**config.mk**
```make
export PLATFORM = sky130hd
export DESIGN_NAME = fsk_loop_modem_framing
export DESIGN_NICKNAME = d
export VERILOG_FILES = /design/src/hw/flm_pkg.sv /design/src/hw/flm_tone_if.sv /design/src/hw/flm_tone_gen.sv /design/src/hw/fsk_loop_modem_framing.sv
export SDC_FILE = /design/constraint.sdc
export NUM_CORES = 1
export LEC_CHECK = 0
export BUFFER_PORTS_ARGS = -buffer_cell sky130_fd_sc_hd__buf_2
export CORE_MARGIN = 5
export CORE_UTILIZATION = 67
export DETAILED_ROUTE_END_ITERATION = 10
export PLACE_DENSITY = 0.91
export RECOVER_POWER = 100
export SETUP_SLACK_MARGIN = 0.3
export SLEW_MARGIN = 20
export SYNTH_ARGS = -nofsm -noshare
export SYNTH_HDL_FRONTEND = slang
export SYNTH_SLANG_ARGS = --single-unit
```
**constraint.sdc**
```tcl
create_clock -name clock -period 7.2 [get_ports clock]
set_input_delay 1.44 -clock clock [delete_from_list [all_inputs] [get_ports clock]]
set_output_delay 1.44 -clock clock [all_outputs]
set_load 0.02 [all_outputs]
```
**src/hw/flm_pkg.sv**
```systemverilog
// Shared constants and types of the loop modem framing block
`default_nettype none
package flm_pkg;
   localparam int unsigned CLK_HZ        = 250_000_000;
   localparam int unsigned MARK_HZ       = 1200;
   localparam int unsigned SPACE_HZ      = 2200;
   localparam int unsigned BAUD_RATE     = 1200;
   localparam int unsigned BIT_TIME_US   = 833;
   localparam int unsigned BIT_CYCLES    = CLK_HZ / BAUD_RATE;
   localparam int unsigned MARK_HALF     = CLK_HZ / (2 * MARK_HZ);
   localparam int unsigned SPACE_HALF    = CLK_HZ / (2 * SPACE_HZ);
   localparam int unsigned DECIDE_CYCLES =
      (CLK_HZ / MARK_HZ + CLK_HZ / SPACE_HZ) / 2;
   localparam int unsigned DATA_BITS     = 8;
   localparam int unsigned FRAME_BITS    = 11;
   localparam int unsigned VALUE_BITS    = 16;
   localparam int unsigned LOOP_MIN_UA   = 4000;
   localparam int unsigned LOOP_MAX_UA   = 20000;
   localparam int unsigned LOOP_SPAN_UA  = LOOP_MAX_UA - LOOP_MIN_UA;
   localparam int unsigned FAULT_LOW_UA  = 3600;
   localparam int unsigned FAULT_HIGH_UA = 21000;
   localparam int unsigned LOOP_UA_BITS  = 15;
   localparam logic        MARK_LEVEL    = 1'b1;
   localparam logic        SPACE_LEVEL   = 1'b0;

   typedef enum logic [1:0] {
      RX_IDLE,
      RX_START,
      RX_DATA,
      RX_STOP
   } flm_rx_state_t;
endpackage
`default_nettype wire

```
**src/hw/flm_tone_if.sv**
```systemverilog
// Carrier between the framer and the tone generator
`timescale 1ns/100ps
`default_nettype none
interface flm_tone_if;
   logic enable;
   logic bitValue;
   logic tone;

   modport gen  (input enable, input bitValue, output tone);
   modport user (output enable, output bitValue, input tone);
endinterface
`default_nettype wire

```
**src/hw/flm_tone_gen.sv**
```systemverilog
// Phase-continuous two-tone square wave generator
`timescale 1ns/100ps
`default_nettype none
module flm_tone_gen #(
   parameter int unsigned MARK_HALF  = flm_pkg::MARK_HALF,
   parameter int unsigned SPACE_HALF = flm_pkg::SPACE_HALF
) (
   input  wire logic   clock,
   input  wire logic   arst_n,
   flm_tone_if.gen     tonePort
);
   localparam int unsigned HW = $clog2(MARK_HALF + 1);

   if (MARK_HALF < 2 || SPACE_HALF < 2 || SPACE_HALF >= MARK_HALF) begin : g_chk
      $error("Tone half periods unusable");
   end

   typedef struct packed {
      logic          level;
      logic [HW-1:0] cnt;
   } flm_gen_state_t;

   flm_gen_state_t state_reg;
   flm_gen_state_t state_next;
   logic [HW-1:0]  halfLast;

   always_comb begin
      state_next = state_reg;
      // Tone by bit value
      halfLast = (tonePort.bitValue == flm_pkg::MARK_LEVEL) ?
                 HW'(MARK_HALF - 1) : HW'(SPACE_HALF - 1);
      if (!tonePort.enable) begin
         state_next.level = 1'b0;
         state_next.cnt   = '0;
      end else if (state_reg.cnt >= halfLast) begin
         // Switch at a half period edge so the phase stays continuous
         state_next.level = ~state_reg.level;
         state_next.cnt   = '0;
      end else begin
         state_next.cnt = state_reg.cnt + HW'(1);
      end
   end

   always_ff @(posedge clock or negedge arst_n) begin
      if (!arst_n) begin
         state_reg <= '0;
      end else begin
         state_reg <= state_next;
      end
   end

   assign tonePort.tone = state_reg.level;
endmodule
`default_nettype wire

```
**src/hw/fsk_loop_modem_framing.sv**
```systemverilog
// Loop modem framer, demodulator, responder gate and current mapping
// Function
// - A one bit is sent as a 1200 Hz tone and a received 1200 Hz tone reads as one.
// - A zero bit is sent as a 2200 Hz tone and a received 2200 Hz tone reads as zero.
// - Both directions run at 1200 symbols per second, about 833 us per bit.
// - Each byte carries eight data bits, then an odd parity bit, then one stop bit.
// - The host opens each exchange with a command and the transmitter answers only after it.
// - The process value maps linearly to loop current, 4 mA at minimum and 20 mA at maximum.
`timescale 1ns/100ps
`default_nettype none
module fsk_loop_modem_framing #(
   parameter int unsigned BIT_CYCLES    = flm_pkg::BIT_CYCLES,
   parameter int unsigned MARK_HALF     = flm_pkg::MARK_HALF,
   parameter int unsigned SPACE_HALF    = flm_pkg::SPACE_HALF,
   parameter int unsigned DECIDE_CYCLES = flm_pkg::DECIDE_CYCLES,
   parameter int unsigned VALUE_BITS    = flm_pkg::VALUE_BITS
) (
   input  wire logic                              clock,
   input  wire logic                              arst_n,
   input  wire logic [VALUE_BITS-1:0]             processValue,
   output var  logic [flm_pkg::LOOP_UA_BITS-1:0]  loopMicroAmp,
   input  wire logic                              rxTone,
   output var  logic                              demodBit,
   output var  logic                              txTone,
   output var  logic                              txCarrierOn,
   input  wire logic                              txValid,
   input  wire logic [flm_pkg::DATA_BITS-1:0]     txData,
   input  wire logic                              txLast,
   output var  logic                              txReady,
   output var  logic                              rxValid,
   output var  logic [flm_pkg::DATA_BITS-1:0]     rxData,
   output var  logic                              rxParityErr,
   output var  logic                              rxFrameErr,
   output var  logic                              responseArmed
);
   localparam int unsigned DB   = flm_pkg::DATA_BITS;
   localparam int unsigned FB   = flm_pkg::FRAME_BITS;
   localparam int unsigned CW   = $clog2(BIT_CYCLES + 1);
   localparam int unsigned PMAX = 4 * MARK_HALF;
   localparam int unsigned PW   = $clog2(PMAX + 1);
   localparam int unsigned UW   = flm_pkg::LOOP_UA_BITS;

   if (BIT_CYCLES < 4 || DECIDE_CYCLES >= PMAX || DECIDE_CYCLES < 2 ||
       VALUE_BITS < 1 || VALUE_BITS > 16) begin : g_chk
      $error("Modem parameters unusable");
   end

   typedef struct packed {
      logic                  txBusy;
      logic [FB-1:0]         txShift;
      logic [3:0]            txLeft;
      logic [CW-1:0]         txCnt;
      logic                  txEndResp;
      logic                  armed;
      logic                  toneLast;
      logic [PW-1:0]         perCnt;
      logic                  demod;
      flm_pkg::flm_rx_state_t rxState;
      logic [CW-1:0]         rxCnt;
      logic [3:0]            rxIdx;
      logic [DB:0]           rxShift;
      logic                  rxValid;
      logic [DB-1:0]         rxData;
      logic                  rxParErr;
      logic                  rxFrmErr;
      logic [UW-1:0]         loopUa;
   } flm_state_t;

   flm_state_t state_reg;
   flm_state_t state_next;
   logic [31:0] scaled;
   logic        armClear;
   logic        armSet;

   flm_tone_if toneBus ();

   flm_tone_gen #(
      .MARK_HALF  (MARK_HALF),
      .SPACE_HALF (SPACE_HALF)
   ) u_tone (
      .clock    (clock),
      .arst_n   (arst_n),
      .tonePort (toneBus.gen)
   );

   // Answer gate
   assign txReady = state_reg.armed && !state_reg.txBusy &&
                    (state_reg.rxState == flm_pkg::RX_IDLE);

   always_comb begin
      state_next = state_reg;
      armClear   = 1'b0;
      armSet     = 1'b0;
      scaled     = '0;
      state_next.rxValid = 1'b0;

      // Transmit framer
      if (txValid && txReady) begin
         state_next.txShift   = {1'b1, ~^txData, txData, 1'b0};
         state_next.txLeft    = 4'(FB);
         state_next.txCnt     = CW'(BIT_CYCLES - 1);
         state_next.txBusy    = 1'b1;
         state_next.txEndResp = txLast;
      end else if (state_reg.txBusy) begin
         if (state_reg.txCnt == '0) begin
            state_next.txShift = {1'b1, state_reg.txShift[FB-1:1]};
            state_next.txLeft  = state_reg.txLeft - 4'd1;
            state_next.txCnt   = CW'(BIT_CYCLES - 1);
            if (state_reg.txLeft == 4'd1) begin
               state_next.txBusy = 1'b0;
               armClear = state_reg.txEndResp;
            end
         end else begin
            state_next.txCnt = state_reg.txCnt - CW'(1);
         end
      end

      // Tone period discriminator
      state_next.toneLast = rxTone;
      if (rxTone && !state_reg.toneLast) begin
         state_next.demod = (state_reg.perCnt > PW'(DECIDE_CYCLES)) ?
                            flm_pkg::MARK_LEVEL : flm_pkg::SPACE_LEVEL;
         state_next.perCnt = '0;
      end else if (state_reg.perCnt != PW'(PMAX)) begin
         state_next.perCnt = state_reg.perCnt + PW'(1);
      end else begin
         // No carrier rests at mark so the receiver stays idle
         state_next.demod = flm_pkg::MARK_LEVEL;
      end

      // Receive deframer
      unique case (state_reg.rxState)
         flm_pkg::RX_IDLE: begin
            if (state_reg.demod == flm_pkg::SPACE_LEVEL) begin
               state_next.rxState = flm_pkg::RX_START;
               state_next.rxCnt   = CW'(BIT_CYCLES / 2 - 1);
            end
         end
         flm_pkg::RX_START: begin
            if (state_reg.rxCnt != '0) begin
               state_next.rxCnt = state_reg.rxCnt - CW'(1);
            end else if (state_reg.demod == flm_pkg::MARK_LEVEL) begin
               // Glitch shorter than half a bit is dropped
               state_next.rxState = flm_pkg::RX_IDLE;
            end else begin
               state_next.rxState = flm_pkg::RX_DATA;
               state_next.rxCnt   = CW'(BIT_CYCLES - 1);
               state_next.rxIdx   = '0;
            end
         end
         flm_pkg::RX_DATA: begin
            if (state_reg.rxCnt != '0) begin
               state_next.rxCnt = state_reg.rxCnt - CW'(1);
            end else begin
               state_next.rxShift = {state_reg.demod,
                                     state_reg.rxShift[DB:1]};
               state_next.rxIdx   = state_reg.rxIdx + 4'd1;
               state_next.rxCnt   = CW'(BIT_CYCLES - 1);
               if (state_reg.rxIdx == 4'(DB)) begin
                  state_next.rxState = flm_pkg::RX_STOP;
               end
            end
         end
         flm_pkg::RX_STOP: begin
            if (state_reg.rxCnt != '0) begin
               state_next.rxCnt = state_reg.rxCnt - CW'(1);
            end else begin
               state_next.rxState  = flm_pkg::RX_IDLE;
               state_next.rxValid  = 1'b1;
               state_next.rxData   = state_reg.rxShift[DB-1:0];
               state_next.rxParErr = ~^state_reg.rxShift;
               state_next.rxFrmErr = (state_reg.demod != flm_pkg::MARK_LEVEL);
               armSet = 1'b1;
            end
         end
      endcase

      // A command landing as the last answer bit ends keeps the gate open
      if (armClear) begin
         state_next.armed = 1'b0;
      end
      if (armSet) begin
         state_next.armed = 1'b1;
      end

      scaled = (32'(processValue) + 32'd1) * 32'(flm_pkg::LOOP_SPAN_UA);
      state_next.loopUa = UW'(flm_pkg::LOOP_MIN_UA + (scaled >> VALUE_BITS));
   end

   always_ff @(posedge clock or negedge arst_n) begin
      if (!arst_n) begin
         state_reg         <= '0;
         state_reg.demod   <= flm_pkg::MARK_LEVEL;
         state_reg.txShift <= '1;
         state_reg.rxState <= flm_pkg::RX_IDLE;
         state_reg.loopUa  <= UW'(flm_pkg::LOOP_MIN_UA);
      end else begin
         state_reg <= state_next;
      end
   end

   // Carrier follows the bit on the line
   assign toneBus.enable   = state_reg.txBusy;
   assign toneBus.bitValue = state_reg.txBusy ? state_reg.txShift[0] :
                             flm_pkg::MARK_LEVEL;

   assign txTone        = toneBus.tone;
   assign txCarrierOn   = state_reg.txBusy;
   assign demodBit      = state_reg.demod;
   assign rxValid       = state_reg.rxValid;
   assign rxData        = state_reg.rxData;
   assign rxParityErr   = state_reg.rxParErr;
   assign rxFrameErr    = state_reg.rxFrmErr;
   assign responseArmed = state_reg.armed;
   assign loopMicroAmp  = state_reg.loopUa;
endmodule
`default_nettype wire

```
# == Yosys cells after proc, flatten, opt, wreduce, memory -nomap -nowiden ==
# Index checks and enable logic that the tools add are counted.
# W data, S select, Z words.
# word_totals
out_inout_bits,31
register_bits,134
elab_cells,110
in_bits,29
# op_classes
addsub,8
n_bitwise,3
mux,38
reduce_logical,22
magnitude_cmp,2
n_mul,1
eq_ne,16
# ops
operator,count
$mux W18,5
$pmux W20 S4,1
$mux W34,2
$mux W20,2
$sub A18 B1 Y18 const B,2
$mux W17,2
$mul A17 B7 Y24 const B,1
$mux W11,2
$mux W22,1
$add A19 B1 Y19 const B,1
$gt A19 B18 Y1 const B,1
$mux W19,1
$ne A19 B19 Y1 const B,1
$logic_not A18 Y1,1
$reduce_bool A18 Y1,1
$add A16 B1 Y17 const B,1
$add A17 B1 Y17 const B,1
$ge A17 B17 Y1,1
$mux W16,1
$ne A2 B2 Y1 const B,8
$add A12 B15 Y15 const A,1
$mux W1,13
$mux W13,1
$mux W2,5
21 further kinds,34

# == Depth between registers and ports, before layout ==
# Gate-level depths: netlist of the first run.
# logic_depth
ltp_word,7
ltp_mapped,27
ltp_nobuf,26

# == Hierarchy ==
# A second synthesis of the first run with hierarchy kept.
# unflattened
hier_cells,1047
hier_area_um2,9731.8
# by_module_without_submodules
mod,cells_per_inst,area_per_inst_um2,seq_area_each_um2,n_inst
fsk_loop_modem_framing,942,8702.1,2925.3,1
flm_tone_gen,105,1029.7,450.4,1

# == Least setup slack after synthesis of the first run ==
# OpenSTA, ideal clock, no wires.
# synth_timing
kind,input port to flip-flop
startpoint,input processValue[0]
endpoint,"register state_reg, in the netlist loopMicroAmp[14]"
t_required_ps,7062
n_path_buf,1
path_slack_ps,-17
cell_stages,27
t_arrival_ps,7079
setup_time_ps,138
path_cell_list,ha_1 -> nand2_1 -> nor2_1 -> nand4_1 -> inv_1 -> and3_1 -> xor2_1 -> ha_1 -> inv_1 -> fa_1 -> inv_1 -> fa_1 -> inv_1 -> fa_1 -> inv_1 -> ha_1 -> clkbuf_1 -> nand2_1 -> a2111oi_2 -> o2111ai_1 -> nand3_1 -> xnor2_1 -> o2111ai_4 -> nor3b_4 -> a2111oi_0 -> a2111oi_0 -> nand4_1
# synth_rtl
item,line,text
start: declaration,fsk_loop_modem_framing.sv:20,"input wire logic [VALUE_BITS-1:0] processValue,"
end signal: assignment,fsk_loop_modem_framing.sv:198,state_reg <= state_next;
end: declaration,fsk_loop_modem_framing.sv:69,flm_state_t state_reg;

==> results.toml, run 1 <==
[detailed_routing]
wl_um = 23900
viasPerCell = 6.19
vias = 8207
wl_met1_um = 8960
dr.max_layer_used = "met4"
drtPass1Iterations = 6
drt.antenna.violating_nets = 0
wl_met3_um = 1170
drt_iter0_drc = 644
wl_met2_um = 13000
wl_per_cell_um = 18.0
drc = 0

[logic_synthesis]
synth_area_leader_cell = "dfrtp_1"
yosysMostFrequentCell = "dfrtp_1"
synth.avg_cell_area_um2 = 9.42
synth_edf_count = 0
synth_seq_area_share = 0.339
synth-async-reset-ratio = 1.00
synthTopCellsByCount = "dfrtp_1, nand2_1, inv_1, nor2_1, ha_1"
synth.distinct_cells = 84
ys_seq_elements = 134
synth-main-ff-cell = "dfrtp_1"
syn_nets = 1200
synthTopCellsByArea = "dfrtp_1, fa_1, ha_1, dfstp_2, xor2_1"
synth_warnings = 0
synthCells = 1057
synth_area_um2 = 9950
yosys.area.top_type_share = 0.292

[pwr]
p_leak_uw = 0.00529
p_per_area_nw_per_um2 = 425
p_total_uw = 4870
peakVddDrop_mv = 0.315

[global_route]
grt_pass1_wl_um = 37800
antenna_found_initial = 0
grtUsageTotal = 0.258
grt_max_degree = 80
gr-total-overflow = 0
grt_pass1_vias = 8062

[clock_network]
htree_num_levels = 4
root_buffer = "clkbuf_16"
insertion_delay_ns = 0.42
clkTransAtPathRegs_ns = 0.06
cts_hold_buf = 0
cts_tree = "yes"
clock_sinks = 134
cts_max_path_buffers = 2
cts_buffers = 17

[sta]
holdWs_ns = 0.459
finClkSkew_ns = 0.00730
rsz0062_at_grt = "false"
worst_slew_pin_slew_ns = 2.87
fin_setup_tns_ns = 0
relSlewSlack = -0.915
fmax_ghz = 0.144
drv_slew = 100
fin_crit_ns = 6.94
setup_viol = 0
hold_violations = 0
period_share = 0.964

[die]
ioPinCount = 60
die_h_um = 132
initial_core_util = 0.685
die-area_um2 = 17400
row_count = 44
fp.coreArea_um2 = 14500
die_x_um = 132

[outcome]
violations = "max-capacitance violations, max-slew violations"
outcome = "complete, but fails checks"

[placed_design]
hpwl_um = 15400
io_buffers = 59
gp_congestion = 0.934
dp_cells = 1282

[setup_path]
arrival_ns = 7.21
cp-end-kind = "flop"
critPathRequiredTime_ns = 7.47
startpoint_type = "primary input"
critical_path_class = "in -> reg"
cp_max_fo = 5

[final_layout]
fillerInstances = 846
areaGrowthSynthToFinish_pct = 15.3
nNetsFinal = 1272
largest_reg_flops = 86
drive_gt1_frac = 0.167
regArea_um2 = 3380
multi_input_area_um2 = 6240
diodes = 0
finalNonFillerCells = 1326

[flow_run]
cap_violations = 3

[min_path]
hp-class = "reg -> reg"
## cell type report
type                       instances  share of cell area
clock buffer                      19              0.0386
clock inverter                    13              0.0197
inverter                         108              0.0353
multi-input combinational        768               0.544
sequential                       134               0.294
tap                              184              0.0201
timing repair buffer             100              0.0485
## cell families (layout without fill, tap and decap cells)
kind of cell / after synthesis / after routing / synth area share
simple gates: 360 / 360 / 0.180
compound gates: 163 / 163 / 0.109
buf+inv: 155 / 240 / 0.0691
flops: 134 / 134 / 0.339
fa+ha+maj: 116 / 116 / 0.181
xor+xnor: 106 / 106 / 0.0940
mux: 23 / 23 / 0.0271
## per-layer routing
metal,vias to the layer above,GRT usage
met5,-,0
met4,0,0.0920
met3,87,0.0401
met2,346,0.474
met1,4067,0.306
li1,3707,-
## timing repair
item                       in CTS  in global routing
gates resized for setup         0                 56
buffers inserted                0                 11
setup endpoints to repair       0                  4
hold endpoints to repair        0                  0
## cells in the final DEF, fill, tap and decap left out, types with 9 or more instances in the layout
cell	instances
dfrtp_1	116
nand2b_1	11
o21ai_0	39
nand2_1	112
nand3_1	28
fa_1	48
a21oi_1	40
mux2_1	9
mux2_2	11
xor2_1	46
nor3_1	26
nor4_1	13
clkbuf_1	35
nand4_1	12
ha_1	61
xnor2_1	44
nor2_1	85
clkbuf_16	17
buf_2	27
buf_4	37
a22oi_1	9
inv_1	104
dfstp_2	17
and3_1	10
or3_1	12
## per-stage QoR
stage / utilization / worst slack [ns] / area (µm²)
floorplan: - / 0.312 / 10100
global placement: 0.724 / 0.0881 / 10500
detailed placement: 0.724 / -0.115 / 10500
CTS: 0.770 / 0.313 / 11200
global route: 0.790 / 0.0107 / 11500
finish: 0.790 / 0.260 / 11500
## final timing paths
check | start | to | slack, ns | cells after the start
setup / recovery | processValue[1] | loopMicroAmp[14] | 0.26 | 24
hold / removal | state_reg[111] | state_reg[111] | 0.46 | 2
setup reg to reg | state_reg[42] | state_reg[47] | 2.41 | 8
hold reg to reg | state_reg[111] | state_reg[111] | 0.46 | 2
max in group asynchronous | arst_n | u_tone.state_reg[5] | 1.74 | 3
min in group asynchronous | arst_n | loopMicroAmp[6] | 1.94 | 1
## critical path, cell delays in order
cell and delay, ns:
buf_2 0.13, ha_1 0.22, nand2_2 0.11, nor2_4 0.12, and2_4 0.18, xor2_4 0.24
buf_4 0.17, ha_1 0.23, inv_1 0.08, fa_1 0.44, fa_1 0.55, inv_1 0.05
fa_1 0.59, ha_4 0.24, o21ai_4 0.28, a21oi_1 0.19, a32oi_1 0.31, and3_1 0.22
o41a_1 0.23, o2111ai_4 0.18, nor3b_4 0.34, a2111oi_1 0.13, a2111oi_2 0.37, nand4_1 0.15
## power by group
| group | leakage [µW] | switching [µW] | internal, µW |
|---|---|---|---|
| sequential | 0.00166 | 57.8 | 878 |
| combinational | 0.00330 | 1720 | 1230 |
| clock | 0.000331 | 326 | 658 |
| total | 0.00529 | 2110 | 2770 |
Note: power is estimated with default switching activity, not from simulation.
==> inputs of run 2 (changes only) <==
--- a/config.mk
+++ b/config.mk
@@ -6,6 +6,7 @@
 export NUM_CORES = 1
 export LEC_CHECK = 0
 export BUFFER_PORTS_ARGS = -buffer_cell sky130_fd_sc_hd__buf_2
+export CORE_ASPECT_RATIO = 1.5
 export CORE_MARGIN = 5
 export CORE_UTILIZATION = 67
 export DETAILED_ROUTE_END_ITERATION = 10
==> results.toml, run 2 (synthesis gave the netlist of run 1 again) <==
[clock_network]
cts_buffers = 17
cts_max_path_buffers = 2
cts_hold_buf = 0
cts_tree = "yes"
clkTransAtPathRegs_ns = 0.06
htree_num_levels = 4
root_buffer = "clkbuf_16"
insertion_delay_ns = 0.42
clock_sinks = 134

[sta]
worst_slew_pin_slew_ns = 3.27
setup_slack_ns = 0.230
setup_viol = 0
hold_violations = 0
period_share = 0.968
drv_slew = 151
finClkSkew_ns = 0.00585
fin_crit_ns = 6.97
fmax_ghz = 0.143
relSlewSlack = -1.18

[final_layout]
areaGrowthSynthToFinish_pct = 15.1
fillerInstances = 868
diodes = 0
nNetsFinal = 1275
final_cell_mix = "dfrtp_1, nand2_1, inv_1"
largest_reg_flops = 86
drive_gt1_frac = 0.172
final_common_cell = "dfrtp_1"

[global_route]
grt_pass1_wl_um = 38100
grtUsageMet3 = 0.0454
grt_pass1_vias = 8272
grt.busiest_layer = "met2"
antenna_found_initial = 0
gr-total-overflow = 0
use_met1 = 0.300
grtUsageTotal = 0.269
grt_max_degree = 74
grt_use_met2 = 0.495

[pwr]
p_total_uw = 4840
p_sw_frac = 0.451
p_per_area_nw_per_um2 = 422
p_comb_frac = 0.623
power_frac_seq = 0.195
p_int_uw = 2660
clkPwrFrac = 0.182
p_sw_uw = 2180
peakVddDrop_mv = 0.352
p_leak_uw = 0.00525

[min_path]
hp-class = "reg -> reg"

[setup_path]
startpoint_type = "primary input"
cp_max_fo = 5
critPathRequiredTime_ns = 7.48
cp-end-kind = "flop"
arrival_ns = 7.25
critical_path_class = "in -> reg"

[placed_design]
gp_congestion = 0.871
dp_slack_ns = -0.132
hpwl_um = 16000
io_buffers = 59

[die]
die-area_um2 = 17400
fp.coreArea_um2 = 14600
initial_core_util = 0.682
ioPinCount = 60
row_count = 54
die_x_um = 110
die_h_um = 159

[detailed_routing]
drt.antenna.violating_nets = 0
drtPass1Iterations = 5
drt_iter0_drc = 737
vias = 8359
wl_per_cell_um = 18.9
wl_um = 25300
drc = 0
viasPerCell = 6.23

[flow_run]
cap_violations = 3

[outcome]
outcome = "complete, but fails checks"
violations = "max-capacitance violations, max-slew violations"
==> run 2: changes by cell type in the layout (fill, tap and decap cells not counted), sizes merged <==
cell	change
buf	+3
bufinv	-3
clkinvlp	+4
inv	-1
==> run 2: per-layer routing <==
layer,up-vias,wire length [µm]
met4,0,1350
met5,-,0
met1,4077,8670
li1,3715,-
met2,428,13900
met3,139,1400
==> run 2: repair_timing <==
action | in CTS | in global routing
resized for setup | 0 | 59
buffers inserted | 0 | 13
cloned | 0 | 0
endpoints found under the setup margin | 2 | 4
endpoints found under the hold margin | 0 | 0
pin swaps | 0 | 37
==> run 2: cell type report <==
cell class	instances	area (µm²)	share of cell area
Timing Repair Buffer	103	584	0.0510
Clock inverter	13	155	0.0135
Tap cell	196	245	0.0214
Inverter	108	409	0.0357
Multi-Input combinational cell	768	6250	0.545
Clock buffer	19	443	0.0386
Sequential cell	134	3380	0.295
==> run 2: path summary, 6_finish.rpt <==
check | cells after the start | startpoint | endpoint | slack, ns
setup reg to reg | 9 | state_reg[42] | state_reg[46] | 2.56
hold reg to reg | 2 | state_reg[105] | state_reg[105] | 0.46
max in group asynchronous | 2 | arst_n | state_reg[69] | 2.07
min in group asynchronous | 1 | arst_n | state_reg[100] | 2.11
hold / removal | 2 | state_reg[105] | state_reg[105] | 0.46
setup / recovery | 23 | processValue[1] | loopMicroAmp[14] | 0.23
==> run 2: critical path: stages <==
cell       delay [ns]
buf_2            0.14
ha_4             0.16
nand2_2          0.09
nor2_2           0.16
xor2_2           0.28
xor2_2           0.13
xnor2_1          0.27
fa_1             0.51
fa_1             0.51
fa_1             0.57
inv_1            0.07
ha_2             0.33
and3_1           0.27
and2_4           0.21
a221o_1          0.35
nor4_1           0.35
or3_4            0.21
inv_2            0.05
o2111ai_4        0.25
o21ai_2          0.15
a211o_1          0.33
a2111oi_2        0.30
nand4_1          0.11
==> run 2: power by group through the flow <==
stage / sequential, µW / clock, µW / combinational (µW)
6_report: 944 / 881 / 3010
5_1_grt: 952 / 918 / 3180
3_3_place_gp: 951 / 0 / 2270
2_1_floorplan: 928 / 0 / 1850
3_5_place_dp: 951 / 0 / 2420
4_1_cts: 942 / 881 / 2440
==> run 2: metrics by stage <==
step | std cells | util | hold slack, ns | TNS (ns) | area, µm²
finish | 1341 | 0.785 | 0.460 | 0 | 11500
global route | 1341 | 0.785 | 0.482 | -0.00198 | 11500
CTS | 1328 | 0.765 | 0.461 | 0 | 11200
detailed placement | 1296 | 0.724 | 0.451 | -0.249 | 10600
global placement | 1296 | 0.724 | 0.446 | 0 | 10600
floorplan | 1057 | - | 0.439 | 0 | 10100
